<file path="src/hdl/lock_detect_pkg.sv">
// Purpose: Constants and types for the dual-channel lock detector block.
// Assumes: AXI4-Lite register access, 32-bit data, byte addresses.
// Notes: Levels are 12-bit two's complement, -2048 empty, +2047 full.
package lock_detect_pkg;
    localparam int NPROF = 8;
    localparam int ADDR_W = 16;
    localparam logic signed [11:0] LV_EMPTY = 12'sh800;
    localparam logic signed [11:0] LV_FULL = 12'sh7FF;
    localparam logic signed [11:0] LV_LOW = 12'shBFF;
    localparam logic signed [11:0] LV_HIGH = 12'sh400;
    // Register map.
    localparam logic [15:0] PROF_BASE = 16'h0100;
    localparam logic [1:0] OFS_PTHR = 2'h0;
    localparam logic [1:0] OFS_PRATE = 2'h1;
    localparam logic [1:0] OFS_FTHR = 2'h2;
    localparam logic [1:0] OFS_FRATE = 2'h3;
    localparam logic [15:0] CH0_BASE = 16'h3100;
    localparam logic [15:0] CH1_BASE = 16'h3200;
    localparam logic [7:0] CH_STATUS = 8'h00;
    localparam logic [7:0] CH_CLEAR = 8'h04;
    localparam logic [7:0] CH_MASK = 8'h08;
    localparam logic [7:0] CH_CTRL = 8'h0C;
    localparam logic [7:0] CH_LEVEL = 8'h10;
    // Latched bit positions; live lock bits follow at 4 and 5.
    localparam int ST_PLOCK = 0;
    localparam int ST_PUNLOCK = 1;
    localparam int ST_FLOCK = 2;
    localparam int ST_FUNLOCK = 3;
    // Reset values and response codes.
    localparam logic [23:0] THR_RST = 24'h000000;
    localparam logic [7:0] FILL_RST = 8'h01;
    localparam logic [7:0] DRAIN_RST = 8'h01;
    localparam logic [3:0] MASK_RST = 4'h0;
    localparam logic [2:0] PROF_RST = 3'h0;
    localparam logic [1:0] RESP_OKAY = 2'h0;
    localparam logic [1:0] RESP_SLVERR = 2'h2;

    typedef struct packed {
        logic [23:0] pthr;
        logic [7:0] pdrain;
        logic [7:0] pfill;
        logic [23:0] fthr;
        logic [7:0] fdrain;
        logic [7:0] ffill;
    } profile_t;

    typedef struct packed {
        logic pd_valid;
        logic signed [31:0] pd_error;
        logic fd_valid;
        logic [31:0] ref_period;
        logic [31:0] fb_period;
        logic slew_limiting;
        logic holdover;
    } loop_in_t;

    typedef struct packed {
        logic signed [11:0] level;
        logic locked;
    } det_t;

    typedef struct packed {
        det_t ph;
        det_t fr;
        logic [3:0] latch;
        logic [3:0] mask;
        logic [2:0] prof;
    } chan_t;

    typedef enum logic [1:0] {W_IDLE = 2'b01, W_RESP = 2'b10} wr_state_t;
    typedef enum logic [1:0] {R_IDLE = 2'b01, R_DATA = 2'b10} rd_state_t;
endpackage : lock_detect_pkg

</file>
<file path="src/hdl/dpll_lock_detector.sv">
// Purpose: Phase and frequency lock detectors for two loop channels.
// Assumes: Loop inputs come from logic on core_clk, so no synchronisers.
// Notes: All state lives in one struct; core_en low freezes it.
//
// The AXI4-Lite slave port was decided locally.
`timescale 1ns/100ps
module dpll_lock_detector
    import lock_detect_pkg::*;
(
    // Clock, reset and enable
    input wire logic core_clk,
    input wire logic reset,
    input wire logic core_en,
    // AXI4-Lite write channels
    input wire logic [ADDR_W-1:0] s_axi_awaddr,
    input wire logic s_axi_awvalid,
    output logic s_axi_awready,
    input wire logic [31:0] s_axi_wdata,
    input wire logic [3:0] s_axi_wstrb,
    input wire logic s_axi_wvalid,
    output logic s_axi_wready,
    output logic [1:0] s_axi_bresp,
    output logic s_axi_bvalid,
    input wire logic s_axi_bready,
    // AXI4-Lite read channels
    input wire logic [ADDR_W-1:0] s_axi_araddr,
    input wire logic s_axi_arvalid,
    output logic s_axi_arready,
    output logic [31:0] s_axi_rdata,
    output logic [1:0] s_axi_rresp,
    output logic s_axi_rvalid,
    input wire logic s_axi_rready,
    // Loop channels
    input wire loop_in_t [1:0] loop_in,
    output logic [1:0] phase_locked,
    output logic [1:0] freq_locked,
    output logic [1:0] irq_pending
);
    typedef struct packed {
        profile_t [NPROF-1:0] prof;
        chan_t [1:0] ch;
        logic [1:0] irq;
        wr_state_t wst;
        rd_state_t rst;
        logic aw_got;
        logic w_got;
        logic [ADDR_W-1:0] waddr;
        logic [31:0] wdata;
        logic [3:0] wstrb;
        logic awready;
        logic wready;
        logic bvalid;
        logic [1:0] bresp;
        logic arready;
        logic rvalid;
        logic [31:0] rdata;
        logic [1:0] rresp;
    } state_t;

    state_t s;
    state_t next_s;
    logic [1:0] ph_pass;
    logic [1:0] ph_restart;

    // =========================================================
    // Helpers
    function automatic logic [31:0] merge(logic [31:0] old,
        logic [31:0] din, logic [3:0] strb);
        logic [31:0] r;
        r = old;
        for (int b = 0; b < 4; b++)
        begin
            if (strb[b])
                r[8*b +: 8] = din[8*b +: 8];
        end
        return r;
    endfunction : merge

    function automatic logic [31:0] mag(logic signed [31:0] v);
        return v[31] ? 32'(-v) : 32'(v);
    endfunction : mag

    function automatic logic [31:0] prof_word(profile_t pr, logic [1:0] ofs);
        if (ofs == OFS_PTHR)
            return {8'h00, pr.pthr};
        else if (ofs == OFS_PRATE)
            return {16'h0000, pr.pdrain, pr.pfill};
        else if (ofs == OFS_FTHR)
            return {8'h00, pr.fthr};
        else
            return {16'h0000, pr.fdrain, pr.ffill};
    endfunction : prof_word

    function automatic det_t det_step(det_t d, logic pass,
        logic no_fill, logic [7:0] fill, logic [7:0] drain);
        det_t r;
        logic up;
        logic signed [13:0] sum;
        r = d;
        up = (fill != 8'h00) && ((drain == 8'h00) || pass);
        up = up && !no_fill;
        sum = up ? 14'(d.level) + 14'(fill) : 14'(d.level) - 14'(drain);
        if (sum > LV_FULL)
            r.level = LV_FULL;
        else if (sum < LV_EMPTY)
            r.level = LV_EMPTY;
        else
            r.level = sum[11:0];
        if (r.level > LV_HIGH)
            r.locked = 1'b1;
        else if (r.level < LV_LOW)
            r.locked = 1'b0;
        return r;
    endfunction : det_step

    // =========================================================
    // Next state
    always_comb
    begin
        logic a_ok;
        logic w_ok;
        logic [ADDR_W-1:0] wa;
        logic [31:0] wd;
        logic [3:0] ws;
        logic [1:0] wresp;
        logic [3:0] clr [2];
        logic [31:0] rd;
        logic [31:0] m;
        logic [1:0] rr;
        logic c;
        logic [2:0] p;
        logic [31:0] fdiff;
        logic prof_chg;
        logic [3:0] set;
        profile_t pr;
        a_ok = s.aw_got | (s.awready & s_axi_awvalid);
        w_ok = s.w_got | (s.wready & s_axi_wvalid);
        wa = s.aw_got ? s.waddr : s_axi_awaddr;
        wd = s.w_got ? s.wdata : s_axi_wdata;
        ws = s.w_got ? s.wstrb : s_axi_wstrb;
        wresp = RESP_OKAY;
        clr[0] = 4'h0;
        clr[1] = 4'h0;
        rd = 32'h00000000;
        m = 32'h00000000;
        rr = RESP_OKAY;
        c = 1'b0;
        p = 3'h0;
        fdiff = 32'h00000000;
        prof_chg = 1'b0;
        set = 4'h0;
        pr = s.prof[0];
        ph_pass = 2'b00;
        ph_restart = 2'b00;
        next_s = s;

        // Write channel.
        case (s.wst)
            W_IDLE:
            begin
                if (a_ok && w_ok)
                begin
                    p = wa[6:4];
                    c = (wa[15:8] == CH1_BASE[15:8]);
                    if (wa[15:7] == PROF_BASE[15:7])
                    begin
                        m = merge(prof_word(s.prof[p], wa[3:2]), wd, ws);
                        if (wa[3:2] == OFS_PTHR)
                            next_s.prof[p].pthr = m[23:0];
                        else if (wa[3:2] == OFS_PRATE)
                            {next_s.prof[p].pdrain, next_s.prof[p].pfill} =
                                m[15:0];
                        else if (wa[3:2] == OFS_FTHR)
                            next_s.prof[p].fthr = m[23:0];
                        else
                            {next_s.prof[p].fdrain, next_s.prof[p].ffill} =
                                m[15:0];
                    end
                    else if (wa[15:8] == CH0_BASE[15:8] ||
                        wa[15:8] == CH1_BASE[15:8])
                    begin
                        if (wa[7:0] == CH_CLEAR)
                            clr[c] = ws[0] ? wd[3:0] : 4'h0;
                        else if (wa[7:0] == CH_MASK && ws[0])
                            next_s.ch[c].mask = wd[3:0];
                        else if (wa[7:0] == CH_CTRL && ws[0])
                            next_s.ch[c].prof = wd[2:0];
                        else if (wa[7:0] != CH_STATUS &&
                            wa[7:0] != CH_LEVEL && wa[7:0] != CH_MASK &&
                            wa[7:0] != CH_CTRL)
                            wresp = RESP_SLVERR;
                    end
                    else
                        wresp = RESP_SLVERR;
                    next_s.aw_got = 1'b0;
                    next_s.w_got = 1'b0;
                    next_s.awready = 1'b0;
                    next_s.wready = 1'b0;
                    next_s.bvalid = 1'b1;
                    next_s.bresp = wresp;
                    next_s.wst = W_RESP;
                end
                else
                begin
                    next_s.aw_got = a_ok;
                    next_s.w_got = w_ok;
                    next_s.waddr = wa;
                    next_s.wdata = wd;
                    next_s.wstrb = ws;
                    next_s.awready = !a_ok;
                    next_s.wready = !w_ok;
                end
            end
            W_RESP:
            begin
                if (s_axi_bready)
                begin
                    next_s.bvalid = 1'b0;
                    next_s.awready = 1'b1;
                    next_s.wready = 1'b1;
                    next_s.wst = W_IDLE;
                end
            end
            default:
                next_s.wst = W_IDLE;
        endcase

        // Read channel.
        p = s_axi_araddr[6:4];
        c = (s_axi_araddr[15:8] == CH1_BASE[15:8]);
        if (s_axi_araddr[15:7] == PROF_BASE[15:7])
        begin
            rd = prof_word(s.prof[p], s_axi_araddr[3:2]);
        end
        else if (s_axi_araddr[15:8] == CH0_BASE[15:8] ||
            s_axi_araddr[15:8] == CH1_BASE[15:8])
        begin
            if (s_axi_araddr[7:0] == CH_STATUS)
                rd = {26'h0000000, s.ch[c].fr.locked, s.ch[c].ph.locked,
                    s.ch[c].latch};
            else if (s_axi_araddr[7:0] == CH_CLEAR)
                rd = 32'h00000000;
            else if (s_axi_araddr[7:0] == CH_MASK)
                rd = {28'h0000000, s.ch[c].mask};
            else if (s_axi_araddr[7:0] == CH_CTRL)
                rd = {29'h00000000, s.ch[c].prof};
            else if (s_axi_araddr[7:0] == CH_LEVEL)
                rd = {4'h0, s.ch[c].fr.level, 4'h0, s.ch[c].ph.level};
            else
                rr = RESP_SLVERR;
        end
        else
            rr = RESP_SLVERR;
        case (s.rst)
            R_IDLE:
            begin
                if (s_axi_arvalid)
                begin
                    next_s.rdata = rd;
                    next_s.rresp = rr;
                    next_s.rvalid = 1'b1;
                    next_s.arready = 1'b0;
                    next_s.rst = R_DATA;
                end
            end
            R_DATA:
            begin
                if (s_axi_rready)
                begin
                    next_s.rvalid = 1'b0;
                    next_s.arready = 1'b1;
                    next_s.rst = R_IDLE;
                end
            end
            default:
                next_s.rst = R_IDLE;
        endcase

        // Detectors.
        for (int k = 0; k < 2; k++)
        begin
            pr = s.prof[s.ch[k].prof];
            prof_chg = next_s.ch[k].prof != s.ch[k].prof;
            ph_pass[k] = mag(loop_in[k].pd_error) <= {8'h00, pr.pthr};
            ph_restart[k] = prof_chg | loop_in[k].holdover;
            if (ph_restart[k])
                next_s.ch[k].ph = '{level: LV_EMPTY, locked: 1'b0};
            else if (loop_in[k].pd_valid)
                next_s.ch[k].ph = det_step(s.ch[k].ph, ph_pass[k],
                    loop_in[k].slew_limiting, pr.pfill, pr.pdrain);
            fdiff = loop_in[k].ref_period > loop_in[k].fb_period ?
                loop_in[k].ref_period - loop_in[k].fb_period :
                loop_in[k].fb_period - loop_in[k].ref_period;
            if (prof_chg)
                next_s.ch[k].fr = '{level: LV_EMPTY, locked: 1'b0};
            else if (loop_in[k].fd_valid)
                next_s.ch[k].fr = det_step(s.ch[k].fr,
                    fdiff <= {8'h00, pr.fthr}, 1'b0, pr.ffill, pr.fdrain);
            set[ST_PLOCK] = !s.ch[k].ph.locked & next_s.ch[k].ph.locked;
            set[ST_PUNLOCK] = s.ch[k].ph.locked & !next_s.ch[k].ph.locked;
            set[ST_FLOCK] = !s.ch[k].fr.locked & next_s.ch[k].fr.locked;
            set[ST_FUNLOCK] = s.ch[k].fr.locked & !next_s.ch[k].fr.locked;
            next_s.ch[k].latch = (s.ch[k].latch & ~clr[k]) | set;
            next_s.irq[k] = |(next_s.ch[k].latch & next_s.ch[k].mask);
        end
    end

    // =========================================================
    // State register
    always_ff @(posedge core_clk or posedge reset)
    begin
        if (reset)
        begin
            s <= '0;
            for (int k = 0; k < NPROF; k++)
                s.prof[k] <= '{pthr: THR_RST, pdrain: DRAIN_RST,
                    pfill: FILL_RST, fthr: THR_RST, fdrain: DRAIN_RST,
                    ffill: FILL_RST};
            for (int k = 0; k < 2; k++)
            begin
                s.ch[k].ph <= '{level: LV_EMPTY, locked: 1'b0};
                s.ch[k].fr <= '{level: LV_EMPTY, locked: 1'b0};
                s.ch[k].mask <= MASK_RST;
                s.ch[k].prof <= PROF_RST;
            end
            s.wst <= W_IDLE;
            s.rst <= R_IDLE;
            s.awready <= 1'b1;
            s.wready <= 1'b1;
            s.arready <= 1'b1;
        end
        else if (core_en)
            s <= next_s;
    end

    assign s_axi_awready = s.awready;
    assign s_axi_wready = s.wready;
    assign s_axi_bvalid = s.bvalid;
    assign s_axi_bresp = s.bresp;
    assign s_axi_arready = s.arready;
    assign s_axi_rvalid = s.rvalid;
    assign s_axi_rdata = s.rdata;
    assign s_axi_rresp = s.rresp;
    assign irq_pending = s.irq;
    always_comb
    begin
        for (int k = 0; k < 2; k++)
        begin
            phase_locked[k] = s.ch[k].ph.locked;
            freq_locked[k] = s.ch[k].fr.locked;
        end
    end

    logic [7:0] fill0;
    assign fill0 = s.prof[s.ch[0].prof].pfill;
endmodule : dpll_lock_detector

</file>
<file path="config.mk">
export PLATFORM = sky130hd
export DESIGN_NAME = dpll_lock_detector
export DESIGN_NICKNAME = d
export VERILOG_FILES = /design/src/hdl/lock_detect_pkg.sv /design/src/hdl/dpll_lock_detector.sv
export SDC_FILE = /design/constraint.sdc
export NUM_CORES = 2
export LEC_CHECK = 0
export BUFFER_PORTS_ARGS = -buffer_cell sky130_fd_sc_hd__clkbuf_2
export CORE_MARGIN = 5
export CORE_UTILIZATION = 35
export CTS_CLUSTER_SIZE = 14
export DETAILED_ROUTE_END_ITERATION = 16
export GPL_TIMING_DRIVEN = 0
export SLEW_MARGIN = 40
export SYNTH_ARGS = -nofsm -noshare
export SYNTH_HDL_FRONTEND = slang
export SYNTH_SLANG_ARGS = --single-unit
</file>
<file path="constraint.sdc">
create_clock -name core_clk -period 28.8 [get_ports core_clk]
set_clock_uncertainty 0.05 [all_clocks]
set_input_delay 5.76 -clock core_clk [delete_from_list [all_inputs] [get_ports core_clk]]
set_output_delay 5.76 -clock core_clk [all_outputs]
set_load 0.05 [all_outputs]
</file>
==> reports/results.txt <==
dpl cells -> 9586
RSZ-0062 raised after global routing -> no
CTS tree -> done
Cell Pwr Density -> 68.1 nW/um^2
r2r worst-path depth -> 38
cell area after layout -> 75100 um^2
fin cells -> 9859
Final Net Count -> 7880
DR DRC count -> 0
first-pass GRT wire length -> 551000 um
Worst EP required -> 29400 ps
Pleak -> 30.5 nW
postcts setup bufs -> 0
DR top layer -> met5
clock latency on the worst-skew pair -> 790 ps
WHS Endpoint -> s_axi_arready
Slowest-stage cell, CP -> nor4_2
Initial Util -> 0.352
WL per Instance -> 42.4 um
Hold-fix buffers, CTS -> 0
overall routing resource usage -> 0.422
synth unique cells -> 102
fillers -> 18000
Die Y -> 436 um
dpl ws -> 11880 ps
Vias/cell -> 6.96
final setup violating endpoints -> 0
crit start category -> input port
DRT iter0 DRCs -> 11500
setup slack after layout -> 12370 ps
final hold violation count -> 0
cell area after synthesis -> 63600 um^2
DIE WIDTH -> 436 um
Clock Path Buffers -> 3
hold path startpoint -> s_axi_arready
fin. max-slew vios -> 0
Worst VDD drop -> 0.0657 mV
placed inst area -> 71300 um^2
Root Driver -> clkbuf_16
Placer Congestion -> 1.09
PnR Total Power -> 0.00511 W
Critical R2R Launch -> s[102]
reg2reg end -> s[117]
Synth Instances -> 6803
EDFF count, synth -> 0
max cap viols -> 0
Async S/R FF share, synth -> 1.00
count leader, synth -> nand2_1
Core ar. -> 181000 um^2
crit-path max cell delay -> 790 ps
min-delay worst type -> flip-flop to flip-flop
status -> complete, no violations
WL met3 -> 61000 um
Main synth FF type -> dfrtp_1
Seq/Total Area, Yosys -> 0.316
via count -> 68600
crit path from -> loop_in[125]
Layout area overhead -> 18.1%
largest net degree at the start of global routing -> 80
hold path depth -> 2
Synth Register Bits -> 800
vias in the first global route -> 62500
DP HPWL -> 320000 um
Yosys top cell area share -> 0.299
worst-path maximum fanout -> 10
post-CTS sizing -> 0
post-synth top area cell -> dfrtp_1
slew margin rel. -> 0.290
Setup TNS -> 0 ps
Antenna Nets Post-Route -> 0
Top cell by count, worst path -> a21oi_1
row cnt -> 156
met2 routed WL -> 164000 um
Setup crit end kind -> flip-flop
top post-synthesis cells by area -> dfrtp_1 30%, mux4_2 18%, o21ai_0 7.8%
CTS buffer count -> 99
CTS H-tree depth -> 3
R2R Setup Slk -> 16770 ps
total grt overflow -> 0
Final min period -> 16430 ps
Post-Route M1 WL -> 155000 um
Least-Margin Pin Slew -> 1060 ps
Final period util -> 0.570
IO buf count -> 303
WP data arrival -> 17030 ps
Mean Syn Cell Area -> 9.35 um^2
CTS clk-pin slew, worst paths -> 60 ps
Synth Warn # -> 0
final wirelength -> 418000 um
clock sink count -> 800
Synth top cells by count -> 1189 x nand2_1, 992 x o21ai_0, 759 x dfrtp_1
I/O pins -> 323
Die ar. -> 190000 um^2
Pre-antenna DRT Iters -> 8
critical path class -> input port to flip-flop
Peak Freq -> 0.0609 GHz
share of layout cells above drive strength 1 -> 0.233
antenna violations before repair -> 73
## cells by family (layout without fill, tap and decap cells)
family	Yosys count	after routing	synth area share
mux	834	834	0.236
flops	800	800	0.316
compound gates	1937	1937	0.180
other cells	1	90	0.0000590
fa+ha+maj	304	304	0.0600
simple gates	1964	1964	0.133
buf+inv	780	1377	0.0494
xor+xnor	183	183	0.0260
## power by group
| group | internal (W) | switching (W) | leakage [nW] |
|---|---|---|---|
| Sequential | 0.00119 | 0.0000559 | 10.9 |
| Clock | 0.000793 | 0.000594 | 1.70 |
| Combinational | 0.000599 | 0.00189 | 17.9 |
| Total | 0.00258 | 0.00254 | 30.5 |
## sequential cells by signal, summed over array words and instances, names as in the netlist
register and count:
s_axi_bresp 1, s_axi_rdata 28, s_axi_awready 1, s 759, s_axi_wready 1, s_axi_bvalid 1
s_axi_rvalid 1, s_axi_arready 1, freq_locked 2, phase_locked 2, irq_pending 2, s_axi_rresp 1
## stage by stage
stage / hold slack [ps] / utilization
global placement: 416 / 0.377
finish: 441 / 0.415
CTS: 443 / 0.414
floorplan: 400 / -
detailed placement: 427 / 0.395
global route: 462 / 0.414
## layout make-up
cell class / count / area (um^2) / share of cell area
repair buffers: 411 / 4010 / 0.0534
plain buffers: 568 / 2730 / 0.0364
well taps: 2370 / 2970 / 0.0395
flip-flops and latches: 800 / 20100 / 0.267
inverters: 212 / 803 / 0.0107
diodes: 84 / 210 / 0.00280
multi-input cells: 5228 / 40800 / 0.544
clock inverters: 58 / 647 / 0.00862
clock buffers: 128 / 2830 / 0.0377
## critical path, delay by kind of cell
kind | cells | cell delay, ps
buffers and inverters | 7 | 1900
XOR/XNOR | 2 | 310
AND/OR/NAND/NOR | 8 | 2660
AO/OA/AOI/OAI | 17 | 5160
adder cells (fa/ha/maj) | 4 | 1210
## layer usage
layer	track usage	vias up
met2	0.571	6076
met4	0.300	36
met5	0.0287	-
met1	0.522	34500
met3	0.198	1477
li1	-	26500
## worst max-delay path by stage
stage | slack [ps] | end | cells past startpoint
3_5_place_dp | 11880 | irq_pending[1] | 38
6_report | 12370 | irq_pending[1] | 38
2_1_floorplan | 590 | freq_locked[0] | 1
4_1_cts | 12660 | irq_pending[1] | 38
5_1_grt | 12060 | irq_pending[1] | 41
3_3_place_gp | -10490 | s[213] | 2
## placed cells by master, fill, tap and decap left out, types with 155 or more instances in the layout
cell / synthesis / layout
ha_1: 276 / 276
inv_1: 209 / 208
mux4_2: 522 / 522
mux2i_1: 237 / 225
clkbuf_1: 420 / 187
dfrtp_1: 759 / 759
o21ai_0: 992 / 971
nand2_1: 1189 / 1184
a21oi_1: 258 / 254
clkbuf_2: 1 / 538
o22ai_1: 156 / 155
nor2_1: 300 / 288
No activity file was read; power rests on OpenSTA's default activity.
